$ cat src/hdl/tks_map.vh
`ifndef TKS_MAP_VH
`define TKS_MAP_VH
// Register offsets.
`define TKS_OFS_MAIN 16'ha018
`define TKS_OFS_TIME 16'ha019
`define TKS_OFS_CFGC 16'ha01a
`define TKS_OFS_CFGD 16'ha01b
`define TKS_OFS_HDTYL 16'ha01c
`define TKS_OFS_HDTYH 16'ha01d
`define TKS_OFS_LDTYL 16'ha01e
`define TKS_OFS_LDTYH 16'ha01f
`define TKS_OFS_BASEL 16'ha028
`define TKS_OFS_BASEH 16'ha029
`define TKS_OFS_THDL 16'ha02a
`define TKS_OFS_THDH 16'ha02b
// Main control fields.
`define TKS_MAIN_EN 7
`define TKS_MAIN_CS_HI 6
`define TKS_MAIN_CS_LO 4
`define TKS_MAIN_SHIELD 3
`define TKS_MAIN_IEN 2
`define TKS_MAIN_LPM 1
`define TKS_MAIN_AUTO 0
// Timing setup fields.
`define TKS_TIME_RPT_HI 7
`define TKS_TIME_RPT_LO 6
`define TKS_TIME_INI_HI 5
`define TKS_TIME_INI_LO 4
`define TKS_TIME_AST_HI 3
`define TKS_TIME_AST_LO 2
`define TKS_TIME_LF_HI 1
`define TKS_TIME_LF_LO 0
// Status and control register D fields.
`define TKS_D_ASTEN 4
`define TKS_D_PRND 3
`define TKS_D_LOW_FREQ_NOISE_FILTER 2
`define TKS_D_IF 1
`define TKS_D_START 0
// Register C fields.
`define TKS_C_THRESHOLD_RELATIVE_SELECT 1
`define TKS_C_BASEINI 2
// Reset value of every register.
`define TKS_RST8 8'h00
// Timing counts in conversion clock periods; the skip count is in comparator edges.
`define TKS_INI_UNIT 4
`define TKS_AST_UNIT 256
`define TKS_LF_UNIT 8
`define TKS_SKIP_EDGES 4
`endif

$ cat src/hdl/tks_touch_key_sequencer.v
`timescale 1ns/10ps
// What this block does
// Enable bit low disables sensing, returns the sequencer to idle and clears the duty counters and flags.
// Conversion clock is system clock /2,4,6,8,10,16,32 or slow oscillator /2.
// Software picks slow oscillator /2 for auto detect wakeup from sleep.
// Shield enable bit turns on the guard buffer output while the enable bit is set.
// With irq enable, interrupt when a sequence including repeats finishes.
// With irq enable and auto mode, interrupt and wakeup on threshold exceeded.
// Every touch interrupt also sets the touch interrupt flag.
// Low power bit puts the key comparator in ultra low power mode.
// Auto mode compares duty count against threshold value, raises events if higher.
// In normal mode, writing start bit 1 begins a sequence.
// Repeat field: one, four, eight or sixteen conversions per sequence.
// Settling delay of (field+1)*4 conversion clocks before counting.
// Auto start delay inserts (field+1)*256 conversion clocks at sequence start.
// Filter off at 00, else ignore comparator level held longer than field*8, in auto mode only with register C bit 0 set.
// Cycle count advances while noise is ignored.
// Discard first comparator edges, then accumulate high and low time.
// Duty counters keep accumulating across repeats of one sequence.
// Integration cap equalized to near reference before and after a sequence.
// Each conversion alternates charge and discharge phases, one conversion clock each, charge first.
// Optional pseudo-random randomizing of charge and discharge timing.
// Baseline register keeps a slow moving average of the duty count.
// Start bit self-clears at completion; busy reads 1 while running.
// Each conversion lasts 1024 to 65536 cycles by 3-bit field, ending exactly.
// Threshold select: threshold alone, or threshold plus baseline.
// Baseline averaging length is 32, 64, 128 or 256 sequences.
// Clock division uses enable pulses; slow oscillator is synchronised first.
`include "tks_map.vh"
module tks_touch_key_sequencer #(
	parameter CW = 17
) (
	input wire clk_i,
	input wire reset_i,
	input wire [15:0] addr_i,
	input wire [7:0] wdata_i,
	input wire wr_i,
	input wire rd_i,
	output reg [7:0] rdata_o,
	input wire slow_osc_i,
	input wire key_cmp_i,
	output reg sense_enable_o,
	output reg guard_buffer_enable_o,
	output reg comparator_low_power_o,
	output reg equalize_o,
	output reg charge_phase_o,
	output reg irq_o,
	output reg wakeup_o
);
	localparam ST_IDLE = 3'h0;
	localparam ST_DELAY = 3'h1;
	localparam ST_SETTLE = 3'h2;
	localparam ST_CONV = 3'h3;
	localparam ST_DONE = 3'h4;

	reg [7:0] main_q, time_q, cfgc_q;
	reg [4:0] ctld_q;
	reg low_freq_noise_filter_q, irqf_q, busy_q;
	reg [15:0] hdty_q, ldty_q, base_q, thd_q;
	reg [2:0] state_q;
	reg [5:0] div_q;
	reg [2:0] slow_oscillator_q;
	reg tick_q;
	reg [CW-1:0] cyc_q;
	reg [10:0] dly_q;
	reg [4:0] rpt_q;
	reg [2:0] edge_q;
	reg [1:0] cmp_q;
	reg cmp_prev_q;
	reg [4:0] run_q;
	reg [15:0] lfsr_q;
	reg base_init_q;
	reg auto_prev_q;

	wire en = main_q[`TKS_MAIN_EN];
	wire auto = main_q[`TKS_MAIN_AUTO];
	wire [2:0] cs = main_q[`TKS_MAIN_CS_HI:`TKS_MAIN_CS_LO];
	wire [1:0] repeat_count = time_q[`TKS_TIME_RPT_HI:`TKS_TIME_RPT_LO];
	wire [1:0] settling_delay = time_q[`TKS_TIME_INI_HI:`TKS_TIME_INI_LO];
	wire [1:0] ast = time_q[`TKS_TIME_AST_HI:`TKS_TIME_AST_LO];
	wire [1:0] lf = time_q[`TKS_TIME_LF_HI:`TKS_TIME_LF_LO];
	wire cmp = cmp_q[1];

	// Divider terminal count per select code: the divide ratio minus one, one tick per period.
	reg [5:0] div_end;
	always @* begin
		case (cs)
			3'h0: div_end = 6'h01;
			3'h1: div_end = 6'h03;
			3'h2: div_end = 6'h05;
			3'h3: div_end = 6'h07;
			3'h4: div_end = 6'h09;
			3'h5: div_end = 6'h0f;
			3'h6: div_end = 6'h1f;
			default: div_end = 6'h01;
		endcase
	end

	// Conversion length in conversion clocks.
	reg [CW-1:0] cyc_end;
	always @* begin
		case (cfgc_q[4:2])
			3'h0: cyc_end = 17'd1024;
			3'h1: cyc_end = 17'd2048;
			3'h2: cyc_end = 17'd4096;
			3'h3: cyc_end = 17'd8192;
			3'h4: cyc_end = 17'd12288;
			3'h5: cyc_end = 17'd16384;
			3'h6: cyc_end = 17'd32768;
			default: cyc_end = 17'd65536;
		endcase
	end

	// Number of conversions in one sequence.
	reg [4:0] rpt_end;
	always @* begin
		case (repeat_count)
			2'h0: rpt_end = 5'd1;
			2'h1: rpt_end = 5'd4;
			2'h2: rpt_end = 5'd8;
			default: rpt_end = 5'd16;
		endcase
	end

	// Threshold alone or relative to the baseline.
	wire [16:0] thr = cfgc_q[`TKS_C_THRESHOLD_RELATIVE_SELECT] ? ({1'b0, thd_q} + {1'b0, base_q}) : {1'b0, thd_q};
	wire hit = {1'b0, ldty_q} > thr;

	// Filter limit; a run longer than this is treated as noise.
	wire [4:0] lf_lim = {lf, 3'h0};
	wire noisy = (lf != 2'h0) && (run_q >= lf_lim);
	wire stuck = noisy && (!auto || cfgc_q[0]);

	// Pseudo-random dither skips a tick now and then to break up timing.
	wire dither = ctld_q[`TKS_D_PRND] && lfsr_q[0] && lfsr_q[5];

	// Delay loads; the products are cut to the delay counter width on purpose.
	wire [31:0] ast_len = ({30'h0, ast} + 32'h1) * `TKS_AST_UNIT;
	wire [31:0] ini_len = ({30'h0, settling_delay} + 32'h1) * `TKS_INI_UNIT;

	wire reg_wr = wr_i;
	wire wr_d = reg_wr && (addr_i == `TKS_OFS_CFGD);
	wire start_req = (wr_d && wdata_i[`TKS_D_START] && !auto)
		|| (auto && !auto_prev_q);
	wire seq_end = (state_q == ST_CONV) && tick_q && (cyc_q == cyc_end - 1'b1)
		&& (rpt_q == rpt_end - 1'b1);
	wire evt_done = seq_end && main_q[`TKS_MAIN_IEN];
	wire evt_auto = seq_end && auto && hit && main_q[`TKS_MAIN_IEN];

	// Register writes; the software view of hardware flags obeys set-over-clear.
	always @(posedge clk_i or posedge reset_i) begin
		if (reset_i) begin
			main_q <= `TKS_RST8;
			time_q <= `TKS_RST8;
			cfgc_q <= `TKS_RST8;
			ctld_q <= 5'h00;
			thd_q <= 16'h0000;
		end else begin
			if (reg_wr && addr_i == `TKS_OFS_MAIN)
				main_q <= wdata_i;
			if (reg_wr && addr_i == `TKS_OFS_TIME)
				time_q <= wdata_i;
			if (reg_wr && addr_i == `TKS_OFS_CFGC)
				cfgc_q <= wdata_i;
			if (reg_wr && addr_i == `TKS_OFS_THDL)
				thd_q[7:0] <= wdata_i;
			if (reg_wr && addr_i == `TKS_OFS_THDH)
				thd_q[15:8] <= wdata_i;
			if (wr_d)
				ctld_q <= {wdata_i[`TKS_D_ASTEN], wdata_i[`TKS_D_PRND], 3'h0};
		end
	end

	// Conversion clock enable, slow oscillator synchroniser and edge pick.
	always @(posedge clk_i or posedge reset_i) begin
		if (reset_i) begin
			div_q <= 6'h00;
			slow_oscillator_q <= 3'h0;
			tick_q <= 1'b0;
		end else begin
			slow_oscillator_q <= {slow_oscillator_q[1:0], slow_osc_i};
			if (!en) begin
				div_q <= 6'h00;
				tick_q <= 1'b0;
			end else if (cs == 3'h7) begin
				if (slow_oscillator_q[1] && !slow_oscillator_q[2]) begin
					div_q <= {5'h00, !div_q[0]};
					tick_q <= div_q[0] && !dither;
				end else
					tick_q <= 1'b0;
			end else if (div_q >= div_end) begin
				div_q <= 6'h00;
				tick_q <= !dither;
			end else begin
				div_q <= div_q + 6'h01;
				tick_q <= 1'b0;
			end
		end
	end

	// Sequencer, duty counting, noise filter, flags and baseline.
	always @(posedge clk_i or posedge reset_i) begin
		if (reset_i) begin
			state_q <= ST_IDLE;
			busy_q <= 1'b0;
			cyc_q <= {CW{1'b0}};
			dly_q <= 11'h000;
			rpt_q <= 5'h00;
			edge_q <= 3'h0;
			cmp_q <= 2'h0;
			cmp_prev_q <= 1'b0;
			run_q <= 5'h00;
			hdty_q <= 16'h0000;
			ldty_q <= 16'h0000;
			base_q <= 16'h0000;
			base_init_q <= 1'b0;
			low_freq_noise_filter_q <= 1'b0;
			irqf_q <= 1'b0;
			lfsr_q <= 16'hace1;
			auto_prev_q <= 1'b0;
		end else if (!en) begin
			state_q <= ST_IDLE;
			busy_q <= 1'b0;
			hdty_q <= 16'h0000;
			ldty_q <= 16'h0000;
			low_freq_noise_filter_q <= 1'b0;
			irqf_q <= 1'b0;
			auto_prev_q <= 1'b0;
			run_q <= 5'h00;
			if (reg_wr && addr_i == `TKS_OFS_BASEL)
				base_q[7:0] <= wdata_i;
			if (reg_wr && addr_i == `TKS_OFS_BASEH)
				base_q[15:8] <= wdata_i;
		end else begin
			cmp_q <= {cmp_q[0], key_cmp_i};
			auto_prev_q <= auto;
			lfsr_q <= {lfsr_q[14:0], lfsr_q[15] ^ lfsr_q[13] ^ lfsr_q[12] ^ lfsr_q[10]};
			// Flags: hardware set wins over a software clear in the same cycle.
			if (evt_done || evt_auto)
				irqf_q <= 1'b1;
			else if (wr_d && !wdata_i[`TKS_D_IF])
				irqf_q <= 1'b0;
			if (state_q == ST_CONV && tick_q && noisy && run_q == lf_lim)
				low_freq_noise_filter_q <= 1'b1;
			else if (wr_d && !wdata_i[`TKS_D_LOW_FREQ_NOISE_FILTER])
				low_freq_noise_filter_q <= 1'b0;
			if (reg_wr && addr_i == `TKS_OFS_BASEL)
				base_q[7:0] <= wdata_i;
			if (reg_wr && addr_i == `TKS_OFS_BASEH)
				base_q[15:8] <= wdata_i;
			if (!auto)
				base_init_q <= 1'b0;
			case (state_q)
				ST_IDLE: begin
					if (start_req) begin
						busy_q <= 1'b1;
						hdty_q <= 16'h0000;
						ldty_q <= 16'h0000;
						rpt_q <= 5'h00;
						dly_q <= (auto && ctld_q[`TKS_D_ASTEN]) ? ast_len[10:0] : ini_len[10:0];
						state_q <= (auto && ctld_q[`TKS_D_ASTEN]) ? ST_DELAY : ST_SETTLE;
					end
				end
				ST_DELAY: begin
					if (tick_q) begin
						if (dly_q == 11'h001) begin
							state_q <= ST_SETTLE;
							dly_q <= ini_len[10:0];
						end else
							dly_q <= dly_q - 11'h001;
					end
				end
				ST_SETTLE: begin
					// Counting starts after exactly the settling window; edges are skipped later.
					if (tick_q) begin
						dly_q <= dly_q - 11'h001;
						if (dly_q == 11'h001) begin
							state_q <= ST_CONV;
							cyc_q <= {CW{1'b0}};
							edge_q <= 3'h0;
							run_q <= 5'h00;
						end
					end
				end
				ST_CONV: begin
					if (tick_q) begin
						cyc_q <= cyc_q + 1'b1;
						cmp_prev_q <= cmp;
						if (cmp != cmp_prev_q)
							run_q <= 5'h00;
						else if (run_q != 5'h1f)
							run_q <= run_q + 5'h01;
						if (cmp != cmp_prev_q && edge_q != `TKS_SKIP_EDGES)
							edge_q <= edge_q + 3'h1;
						if (edge_q == `TKS_SKIP_EDGES && !stuck) begin
							if (cmp)
								hdty_q <= hdty_q + 16'h0001;
							else
								ldty_q <= ldty_q + 16'h0001;
						end
						if (cyc_q == cyc_end - 1'b1) begin
							cyc_q <= {CW{1'b0}};
							edge_q <= 3'h0;
							if (rpt_q == rpt_end - 1'b1)
								state_q <= ST_DONE;
							else
								rpt_q <= rpt_q + 5'h01;
						end
					end
				end
				ST_DONE: begin
					busy_q <= 1'b0;
					state_q <= ST_IDLE;
					// Moving average: base += (duty - base) / length.
					if (auto && cfgc_q[`TKS_C_BASEINI] && !base_init_q) begin
						base_q <= ldty_q;
						base_init_q <= 1'b1;
					end else begin
						base_q <= base_q + (ldty_q >> (5 + cfgc_q[7:6]))
							- (base_q >> (5 + cfgc_q[7:6]));
					end
					auto_prev_q <= 1'b0;
				end
				default: state_q <= ST_IDLE;
			endcase
		end
	end

	// Pins, events and read data all leave from flip-flops.
	always @(posedge clk_i or posedge reset_i) begin
		if (reset_i) begin
			sense_enable_o <= 1'b0;
			guard_buffer_enable_o <= 1'b0;
			comparator_low_power_o <= 1'b0;
			equalize_o <= 1'b1;
			charge_phase_o <= 1'b0;
			irq_o <= 1'b0;
			wakeup_o <= 1'b0;
			rdata_o <= 8'h00;
		end else begin
			sense_enable_o <= en;
			guard_buffer_enable_o <= en && main_q[`TKS_MAIN_SHIELD];
			comparator_low_power_o <= main_q[`TKS_MAIN_LPM];
			equalize_o <= state_q != ST_CONV;
			charge_phase_o <= (state_q == ST_CONV) && !cyc_q[0];
			irq_o <= en && (evt_done || evt_auto);
			wakeup_o <= en && evt_auto;
			rdata_o <= 8'h00;
			if (rd_i) begin
				case (addr_i)
					`TKS_OFS_MAIN: rdata_o <= main_q;
					`TKS_OFS_TIME: rdata_o <= time_q;
					`TKS_OFS_CFGC: rdata_o <= {cfgc_q[7:3], 1'b0, cfgc_q[1:0]};
					`TKS_OFS_CFGD: rdata_o <= {3'h0, ctld_q[4:3], low_freq_noise_filter_q, irqf_q, busy_q};
					`TKS_OFS_HDTYL: rdata_o <= hdty_q[7:0];
					`TKS_OFS_HDTYH: rdata_o <= hdty_q[15:8];
					`TKS_OFS_LDTYL: rdata_o <= ldty_q[7:0];
					`TKS_OFS_LDTYH: rdata_o <= ldty_q[15:8];
					`TKS_OFS_BASEL: rdata_o <= base_q[7:0];
					`TKS_OFS_BASEH: rdata_o <= base_q[15:8];
					`TKS_OFS_THDL: rdata_o <= thd_q[7:0];
					`TKS_OFS_THDH: rdata_o <= thd_q[15:8];
					default: rdata_o <= 8'h00;
				endcase
			end
		end
	end
endmodule // tks_touch_key_sequencer

$ cat config.mk
export PLATFORM = sky130hd
export DESIGN_NAME = tks_touch_key_sequencer
export DESIGN_NICKNAME = d
export VERILOG_FILES = /design/src/hdl/tks_touch_key_sequencer.v
export VERILOG_INCLUDE_DIRS = /design/src /design/src/hdl
export SDC_FILE = /design/constraint.sdc
export NUM_CORES = 1
export LEC_CHECK = 0
export BUFFER_PORTS_ARGS = -buffer_cell sky130_fd_sc_hd__buf_2
export CAP_MARGIN = 5
export CORE_MARGIN = 2
export CORE_UTILIZATION = 55
export CTS_BUF_LIST = sky130_fd_sc_hd__clkbuf_16
export DETAILED_ROUTE_END_ITERATION = 10
export GPL_TIMING_DRIVEN = 0
export PLACE_DENSITY = 0.72
export SLEW_MARGIN = 20
export SYNTH_ARGS = -nofsm -noshare
export SYNTH_HDL_FRONTEND = slang
export SYNTH_SLANG_ARGS = --single-unit
$ cat constraint.sdc
create_clock -name clk_i -period 8.4 [get_ports clk_i]
set_input_delay 1.68 -clock clk_i [delete_from_list [all_inputs] [get_ports clk_i]]
set_output_delay 1.68 -clock clk_i [all_outputs]
set_load 0.01 [all_outputs]
==> results.py, run 1 <==
metrics = {
    "clocking": {
        "cts_tree": "yes",
        "htree_levels": 4,
        "post_cts_resize_count": 0,
        "numCtsBuffers": 17,
        "cts_num_sinks": 183,
        "cts_setup_buffers": 0,
        "clk_latency_ns": 0.44,
        "cts_hold_buf": 0,
        "cts_buffer_depth": 2,
        "cts_root_buf": "clkbuf_16",
        "clkTransAtPathRegs_ns": 0.08,
    },
    "timing": {
        "min_period_ns": 4.70,
        "fmax_ghz": 0.213,
        "rsz0062_at_grt": "no",
        "fin_tns_setup_ns": 0,
        "slew-limit-headroom": 0.382,
        "setup-violations-final": 0,
        "slew_viol_final": 0,
        "worst-slew-pin-transition_ns": 0.927,
        "clock_skew_ns": 0.0112,
        "period_share": 0.560,
        "hold_violations": 0,
    },
    "worst_setup_path": {
        "cp_slowest_stage_delay_ns": 0.60,
        "rr_startpoint": "cfgc_q[6]$_DFFE_PP0P_",
        "crit_top_cell": "o21ai_0",
        "cp_max_fo": 10,
        "r2r_cells": 13,
        "slowest_stage": "mux4_2",
        "cp-end-kind": "register",
        "cp-start-kind": "register",
        "path_cells": "clkbuf_1 > buf_1 > mux4_2 > fa_1 > inv_1 > fa_1 > nor2b_1 > o21ai_0 > a21boi_0 > o21ai_0 > nor4b_1 > or4_1 > o21ai_0",
        "r2r_slack_ns": 3.70,
        "worstSetupPathType": "register to register",
        "crit_arrival_ns": 5.06,
        "cp-endpoint": "base_q[6]$_DFF_PP0_",
        "crit_required_ns": 8.76,
        "r2r-end": "base_q[6]$_DFF_PP0_",
        "crit_start": "cfgc_q[6]$_DFFE_PP0P_",
    },
    "placed_design": {
        "dp_cells": 1646,
        "place_congestion": 0.982,
        "io_buffers": 42,
        "place_hpwl_mm": 27.0,
        "place_area_sq_um": 13200,
    },
    "finish": {
        "post-route-util": 0.615,
        "synthToLayoutAreaGrowth_pct": 9.85,
        "fin_nets": 1491,
        "stdcell_area_sq_um": 13900,
        "mostFrequentLayoutCells": "174 x dfrtp_1, 103 x nand2_1, 102 x nor2_1, 85 x o21ai_0, 72 x a21oi_1",
        "n_fill_cell": 1971,
        "n_antenna_cell": 0,
        "drive_above_1_share": 0.148,
        "final_common_cell": "dfrtp_1",
        "fin_cells": 1678,
    },
    "die": {
        "coreArea_sq_um": 22600,
        "die-area_sq_um": 24200,
        "rows": 55,
        "dieHeight_um": 156,
        "pin_count": 45,
        "die_x_um": 156,
        "initial_core_util": 0.559,
    },
    "power_and_ir_drop": {
        "leakage_nw": 6.21,
        "total_power_mw": 1.81,
        "ir_drop_mv": 0.0975,
        "power.density_nw_per_um2": 131,
    },
    "route": {
        "routed_wl_mm": 37.0,
        "vias_per_cell": 6.58,
        "drt_iter0_markers": 1250,
        "drtAntennaViolNets": 0,
        "dr.pass1.iters": 6,
        "avgRoutedWirePerCell_um": 22.0,
        "vias": 11000,
        "route.detailed.drc": 0,
    },
    "yosys": {
        "ys_seq_area_frac": 0.364,
        "netlist_area_sq_um": 12600,
        "yosysTopAreaCell": "dfrtp_1",
        "synth_top_area_share": 0.345,
        "yosysUniqueCellTypes": 86,
        "synth_edf_count": 0,
        "syn_inst": 1318,
        "ys_top_cells_by_area": "dfrtp_1 34%, ha_1 6.8%, mux2_2 6.1%",
        "synth_top_flop_cell": "dfrtp_1",
        "ys_async_sr_fraction": 1.00,
        "syn_avg_cell_area_sq_um": 9.58,
        "syn-num-nets": 1429,
        "ys_warn_count": 0,
        "ys_ff_latch": 183,
    },
    "global_route": {
        "globalRouteTotalUtil": 0.314,
        "grt_overflow_total": 0,
        "grt_pass1_vias": 10400,
        "met1_usage": 0.433,
        "grt_use_met2": 0.497,
        "grt_pass1_wl_mm": 58.4,
        "antenna_found_initial": 1,
        "grtUsageMet3": 0.0521,
        "top_usage_layer": "met2",
        "grt_max_degree": 101,
    },
    "flow_run": {
        "cap_violations": 0,
    },
    "hold_path": {
        "worstHoldStart": "slow_oscillator_q[0]$_DFF_PP0_",
        "hp-class": "register to register",
    },
    "outcome": {
        "status": "complete, no violations",
    },
}
[power breakdown]
part           total (mW)  switching (mW)  internal (mW)
clock               0.883           0.400          0.484
sequential          0.882        0.000536          0.881
combinational      0.0498          0.0379         0.0119
total                1.81           0.438           1.38
[cell families after synthesis]
logic type,Yosys count,share of synthesized area
AND/OR/NAND/NOR,434,0.179
AO/OA/AOI/OAI,335,0.179
flip-flops,183,0.364
multiplexers,129,0.129
buffers and inverters,118,0.0362
adder cells (fa/ha/maj),82,0.0882
XOR/XNOR,37,0.0257
[registers in the layout (all words and copies together) (netlist names), 11 cells and up]
signal,count
hdty_q,16
lfsr_q,16
dly_q,11
thd_q,16
cyc_q,17
ldty_q,16
base_q,16
[worst min path at each step]
stage                                           endpoint  slack (ns)  cells after the start
after floorplan           slow_oscillator_q[1]$_DFF_PP0_        0.33                      0
after global placement    slow_oscillator_q[1]$_DFF_PP0_        0.33                      0
after detailed placement  slow_oscillator_q[1]$_DFF_PP0_        0.34                      0
after CTS                 slow_oscillator_q[1]$_DFF_PP0_        0.35                      0
after global routing      slow_oscillator_q[1]$_DFF_PP0_        0.37                      0
final                     slow_oscillator_q[1]$_DFF_PP0_        0.35                      0
[stage by stage]
step	hold WS [ns]	worst slack [ns]
floorplan	0.331	1.76
global placement	0.333	-0.474
detailed placement	0.337	3.73
CTS	0.353	3.69
global route	0.369	3.22
finish	0.354	3.70
[critical path, delay by kind of cell (launching register included)]
| family | cells | cell delay, ns |
|---|---|---|
| and+or+nand+nor | 3 | 0.83 |
| muxes | 1 | 0.60 |
| adders and majority gates | 2 | 0.97 |
| buffers and inverters | 3 | 1.04 |
| DFF | 1 | 0.34 |
| AOI/OAI and AO/OA | 4 | 0.85 |
[per-layer routing]
metal / wire, um / vias to the layer above
li1: - / 5055
met1: 15700 / 5374
met2: 16800 / 517
met3: 2990 / 99
met4: 1550 / 0
met5: 0 / -
[Yosys cell counts, drive strengths merged, types with 5 or more instances]
cell type  number
and2            6
and4            5
mux2i          41
dfstp           9
dfrtp         174
fa             12
o21ai          88
ha             69
nor4            9
nor2b          16
nand3          41
clkbuf         48
a31oi          14
o31ai          20
a22o            8
a221oi          5
or4            11
o41ai           7
mux2           68
xnor2          23
nor3           27
buf            11
nand2b         14
or3            16
nand3b          8
mux4           20
a211oi         11
a21oi          75
nor2          102
and3           21
nand4          31
a222oi          7
o21bai          5
o211ai         14
or2             8
nand2         103
inv            59
a22oi          18
xor2           14
a21o           18
[layout make-up]
class | count | area [sq um] | share of cell area
Tap cell | 285 | 357 | 0.0257
Clock buffer | 17 | 425 | 0.0307
Buffer | 59 | 235 | 0.0170
Clock inverter | 15 | 216 | 0.0156
Timing Repair Buffer | 43 | 238 | 0.0171
Sequential cell | 183 | 4590 | 0.331
Multi-Input combinational cell | 1017 | 7580 | 0.546
Inverter | 59 | 229 | 0.0165
No activity file was read; power rests on OpenSTA's default activity.
==> run 2, diff against run 1 <==
Clock period 8.4 ns to 4.35 ns, I/O delays scaled along.
==> results.py, run 2 (synthesized netlist as in run 1, its figures left out) <==
metrics = {
    "outcome": {
        "status": "complete, no violations",
    },
    "timing": {
        "hold_violations": 0,
        "worst-slew-pin-transition_ns": 0.971,
        "setup-violations-final": 0,
        "min_period_ns": 4.09,
        "clock_skew_ns": 0.0128,
        "fmax_ghz": 0.244,
        "slew_viol_final": 0,
        "fin_tns_setup_ns": 0,
        "rsz0062_at_grt": "no",
        "period_share": 0.941,
        "slew-limit-headroom": 0.352,
    },
    "placed_design": {
        "place_congestion": 1.07,
        "dp_cells": 1651,
        "place_hpwl_mm": 27.1,
        "io_buffers": 42,
    },
    "clocking": {
        "cts_buffer_depth": 2,
        "cts_tree": "yes",
        "clkTransAtPathRegs_ns": 0.08,
        "cts_hold_buf": 0,
        "cts_num_sinks": 183,
        "htree_levels": 4,
        "cts_root_buf": "clkbuf_16",
        "numCtsBuffers": 17,
        "cts_setup_buffers": 0,
        "clk_latency_ns": 0.45,
    },
    "global_route": {
        "grt_pass1_vias": 10700,
        "grt_overflow_total": 0,
        "grt_pass1_wl_mm": 59.3,
        "globalRouteTotalUtil": 0.315,
        "antenna_found_initial": 0,
        "grt_max_degree": 35,
    },
    "finish": {
        "n_antenna_cell": 0,
        "largest_reg_flops": 17,
        "final_common_cell": "dfrtp_1",
        "synthToLayoutAreaGrowth_pct": 10.2,
        "mostFrequentLayoutCells": "173 x dfrtp_1, 103 x nand2_1, 102 x nor2_1, 85 x o21ai_0, 72 x a21oi_1",
        "drive_above_1_share": 0.155,
        "fin_cells": 1682,
        "post-route-util": 0.616,
        "fin_nets": 1495,
        "top_register": "cyc_q",
    },
    "die": {
        "die_x_um": 156,
        "pin_count": 45,
        "coreArea_sq_um": 22600,
        "die-area_sq_um": 24200,
        "initial_core_util": 0.559,
        "rows": 55,
        "dieHeight_um": 156,
    },
    "power_and_ir_drop": {
        "p_int_mw": 2.55,
        "power.density_nw_per_um2": 244,
        "netSwitchingFraction": 0.250,
        "leakage_nw": 6.24,
        "clkPwrFrac": 0.468,
        "ir_drop_mv": 0.211,
        "power_frac_comb": 0.031,
        "p_seq_frac": 0.501,
        "p_sw_mw": 0.851,
    },
    "worst_setup_path": {
        "cp-start-kind": "register",
        "cp_max_fo": 7,
        "crit_required_ns": 4.70,
        "worstSetupPathType": "register to register",
        "cp-end-kind": "register",
        "crit_arrival_ns": 4.44,
    },
    "route": {
        "avgRoutedWirePerCell_um": 22.1,
        "drt_iter0_markers": 1369,
        "routed_wl_mm": 37.1,
        "vias_per_cell": 6.67,
        "route.detailed.drc": 0,
        "drtAntennaViolNets": 0,
        "vias": 11200,
        "dr.pass1.iters": 7,
    },
    "hold_path": {
        "hp-class": "primary input to asynchronous set/reset pin",
    },
    "flow_run": {
        "cap_violations": 0,
    },
}
==> run 2: changes by cell type in the layout (fill, tap and decap cells not counted), moves of 2 or more <==
cell / before / now
clkbuf_1: 47 / 44
clkinv_2: 0 / 2
clkbuf_2: 1 / 3
buf_12: 0 / 6
inv_6: 1 / 3
buf_2: 46 / 48
buf_1: 5 / 3
bufinv_16: 3 / 1
==> run 2: metrics by stage <==
stage	hold slack (ns)	cell area, sq um	power (mW)	worst slack (ns)
after global routing	0.313	13900	3.48	0.0764
after floorplan	0.331	12600	1.78	0.276
after detailed placement	0.340	13300	1.84	-0.288
after global placement	0.333	13200	1.83	-0.280
final	0.310	13900	3.40	0.256
after CTS	0.306	13900	3.41	0.0384
==> run 2: per-layer routing <==
metal  GRT usage  part of all wire  vias up
li1            -                 -     5067
met1       0.428              0.41     5429
met2       0.491              0.45      596
met3      0.0565             0.091      119
met4       0.148             0.049        0
met5           0                 0        -
==> run 2: cell type report <==
cell class	count	area [sq um]
fill	1883	8660
multi-input combinational	1017	7590
sequential	183	4590
clock buffer	17	425
tap	285	357
timing repair buffer	48	330
buffer	58	236
inverter	59	225
clock inverter	15	160
==> run 2: power groups by stage <==
stage / sequential, mW / combinational [mW] / clock (mW)
5_1_grt: 1.70 / 0.116 / 1.66
3_5_place_dp: 1.74 / 0.106 / 0
2_1_floorplan: 1.74 / 0.0470 / 0
6_report: 1.70 / 0.106 / 1.59
3_3_place_gp: 1.74 / 0.0916 / 0
4_1_cts: 1.70 / 0.106 / 1.60
==> run 2: worst paths after layout <==
| check | start | end | slack (ns) | cells after the start |
|---|---|---|---|---|
| min reg2reg | slow_oscillator_q[0]$_DFF_PP0_ | slow_oscillator_q[1]$_DFF_PP0_ | 0.35 | 0 |
| max reg2reg | base_q[6]$_DFF_PP0_ | wakeup_o$_DFF_PP0_ | 0.26 | 14 |
| min in group clk_i | slow_oscillator_q[0]$_DFF_PP0_ | slow_oscillator_q[1]$_DFF_PP0_ | 0.35 | 0 |
| max in group asynchronous | reset_i | time_q[5]$_DFFE_PP0P_ | 3.14 | 5 |
| min | reset_i | hdty_q[1]$_DFFE_PP0P_ | 0.31 | 2 |
| max | base_q[6]$_DFF_PP0_ | wakeup_o$_DFF_PP0_ | 0.26 | 14 |
==> run 2: what timing repair did <==
item	4_1_cts	5_1_grt
gates resized for setup	2	7
endpoints found under the setup margin	4	3
endpoints found under the hold margin	0	0
==> run 2: worst max-delay path, stage by stage, from the launching register on <==
cell and delay, ns:
dfrtp_1 0.50, ha_1 0.33, clkbuf_1 0.17, a211o_1 0.33
or3_1 0.35, nand3_1 0.13, a21boi_0 0.13, a221oi_1 0.37
nor4b_1 0.09, a211oi_1 0.46, ha_1 0.34, and4_1 0.20
a31oi_1 0.16, o211ai_1 0.18, nor3_1 0.25
==> run 3, diff against run 2 <==
Settings changed: CAP_MARGIN 5 to unset, MAX_ROUTING_LAYER set to met4.
==> results.py, run 3 (synthesized netlist as in run 1, its figures left out) <==
metrics = {
    "finish": {
        "top_register": "cyc_q",
        "post-route-util": 0.617,
        "final_common_cell": "dfrtp_1",
        "fin_cells": 1683,
        "register_area_sq_um": 4590,
        "largest_reg_flops": 17,
        "fin_nets": 1496,
        "multi_input_area_sq_um": 7590,
        "n_antenna_cell": 0,
        "synthToLayoutAreaGrowth_pct": 10.3,
        "mostFrequentLayoutCells": "173 x dfrtp_1, 103 x nand2_1, 102 x nor2_1, 85 x o21ai_0, 72 x a21oi_1",
        "n_fill_cell": 1935,
        "drive_above_1_share": 0.153,
    },
    "global_route": {
        "antenna_found_initial": 0,
        "grt_max_degree": 34,
        "grt_pass1_vias": 10700,
        "grt_pass1_wl_mm": 60.2,
        "grt_overflow_total": 0,
        "globalRouteTotalUtil": 0.332,
    },
    "timing": {
        "slew-limit-headroom": 0.379,
        "setup-violations-final": 0,
        "min_period_ns": 4.24,
        "rsz0062_at_grt": "yes",
        "period_share": 0.974,
        "clock_skew_ns": 0.0143,
        "worst-slew-pin-transition_ns": 0.931,
        "fmax_ghz": 0.236,
        "slew_viol_final": 0,
        "hold_violations": 0,
    },
    "route": {
        "drt-met1-wl_mm": 15.5,
        "vias": 11200,
        "routed_wl_mm": 37.7,
        "vias_per_cell": 6.64,
        "avgRoutedWirePerCell_um": 22.4,
        "drtAntennaViolNets": 0,
        "drt_iter0_markers": 1288,
        "dr_wl_met3_mm": 3.21,
        "dr.pass1.iters": 7,
        "route.detailed.drc": 0,
        "wl_met2_mm": 17.4,
        "highest_layer": "met4",
    },
    "clocking": {
        "cts_root_buf": "clkbuf_16",
        "cts_num_sinks": 183,
        "clkTransAtPathRegs_ns": 0.07,
        "cts_buffer_depth": 2,
        "cts_tree": "yes",
        "htree_levels": 4,
        "clk_latency_ns": 0.45,
        "numCtsBuffers": 17,
        "cts_setup_buffers": 0,
    },
    "die": {
        "initial_core_util": 0.559,
        "die-area_sq_um": 24200,
        "pin_count": 45,
        "rows": 55,
        "dieHeight_um": 156,
        "die_x_um": 156,
        "coreArea_sq_um": 22600,
    },
    "worst_setup_path": {
        "worstSetupPathType": "register to register",
        "cp-endpoint": "base_q[6]$_DFF_PP0_",
        "r2r_slack_ns": 0.11,
        "crit_required_ns": 4.71,
        "crit_start": "cfgc_q[7]$_DFFE_PP0P_",
        "cp-end-kind": "register",
        "r2r-end": "base_q[6]$_DFF_PP0_",
        "crit_arrival_ns": 4.60,
        "r2r_cells": 13,
        "rr_startpoint": "cfgc_q[7]$_DFFE_PP0P_",
        "cp_max_fo": 10,
        "cp-start-kind": "register",
    },
    "placed_design": {
        "place_congestion": 0.993,
        "dp_cells": 1652,
        "place_hpwl_mm": 28.0,
        "io_buffers": 42,
    },
    "power_and_ir_drop": {
        "ir_drop_mv": 0.208,
        "leakage_nw": 6.24,
        "p_seq_frac": 0.509,
        "power.density_nw_per_um2": 240,
        "clkPwrFrac": 0.457,
        "p_int_mw": 2.49,
        "power_frac_comb": 0.033,
        "netSwitchingFraction": 0.255,
        "p_sw_mw": 0.852,
    },
    "outcome": {
        "status": "complete, no violations",
    },
    "hold_path": {
        "hp-class": "register to register",
    },
    "flow_run": {
        "cap_violations": 0,
    },
}
run 3: cell count changes in the layout (fill, tap and decap cells not counted), sizes merged:
cell    before  now
bufinv       1    0
clkinv       5    9
inv         65   62
buf         59   60
run 3: layout make-up:
| class | count | area share |
|---|---|---|
| multi-input cells | 1017 | 0.544 |
| repair buffers | 49 | 0.0268 |
| clock inverters | 15 | 0.0102 |
| plain buffers | 58 | 0.0168 |
| clock buffers | 17 | 0.0305 |
| well taps | 285 | 0.0256 |
| inverters | 59 | 0.0162 |
| flip-flops and latches | 183 | 0.330 |
run 3: through the flow:
step                      hold WS (ns)  setup TNS [ns]  setup slack [ns]  power (mW)  cell area [sq um]
final                            0.357               0             0.111        3.34              13900
after global routing             0.366         -0.0599           -0.0599        3.42              13900
after CTS                        0.361               0            0.0179        3.35              13900
after detailed placement         0.344          -0.801            -0.347        1.85              13400
after global placement           0.335          -12.39            -0.322        1.83              13200
after floorplan                  0.331               0             0.276        1.78              12600
run 3: repair_timing:
item | in CTS | in global routing
gates resized for setup | 2 | 3
setup endpoints to repair | 5 | 3
endpoints found under the hold margin | 0 | 0
cloned | 0 | 0
hold buffers | 0 | 0
run 3: power by group through the flow:
stage / Combinational (mW) / Clock (mW) / Sequential (mW)
detailed placement: 0.111 / 0 / 1.74
floorplan: 0.0470 / 0 / 1.74
finish: 0.111 / 1.53 / 1.70
global placement: 0.0918 / 0 / 1.74
CTS: 0.112 / 1.54 / 1.70
global route: 0.123 / 1.60 / 1.70
run 3: worst max-delay path, stage by stage (launching register included):
cell and delay [ns]:
dfrtp_1 0.33, clkbuf_1 0.36, clkbuf_1 0.46, mux4_2 0.41, fa_1 0.53, inv_1 0.07, fa_1 0.44, nor2b_1 0.16
o21ai_0 0.12, a21boi_1 0.34, o21ai_0 0.20, nor4b_1 0.18, or4_1 0.48, o21ai_0 0.08
run 3: worst min-delay path by stage:
stage	from	endpoint	cells after the start	slack, ns
2_1_floorplan	slow_oscillator_q[0]$_DFF_PP0_	slow_oscillator_q[1]$_DFF_PP0_	0	0.33
6_report	slow_oscillator_q[0]$_DFF_PP0_	slow_oscillator_q[1]$_DFF_PP0_	0	0.36
4_1_cts	slow_oscillator_q[0]$_DFF_PP0_	slow_oscillator_q[1]$_DFF_PP0_	0	0.36
3_5_place_dp	slow_oscillator_q[0]$_DFF_PP0_	slow_oscillator_q[1]$_DFF_PP0_	0	0.34
5_1_grt	slow_oscillator_q[0]$_DFF_PP0_	slow_oscillator_q[1]$_DFF_PP0_	0	0.37
3_3_place_gp	slow_oscillator_q[0]$_DFF_PP0_	slow_oscillator_q[1]$_DFF_PP0_	0	0.34
run 3: metal layers:
| metal | vias to the layer above | global-route usage |
|---|---|---|
| li1 | 5074 | - |
| met1 | 5453 | 0.436 |
| met2 | 552 | 0.511 |
| met3 | 104 | 0.0574 |
| met4 | 0 | 0.139 |
| met5 | - | - |
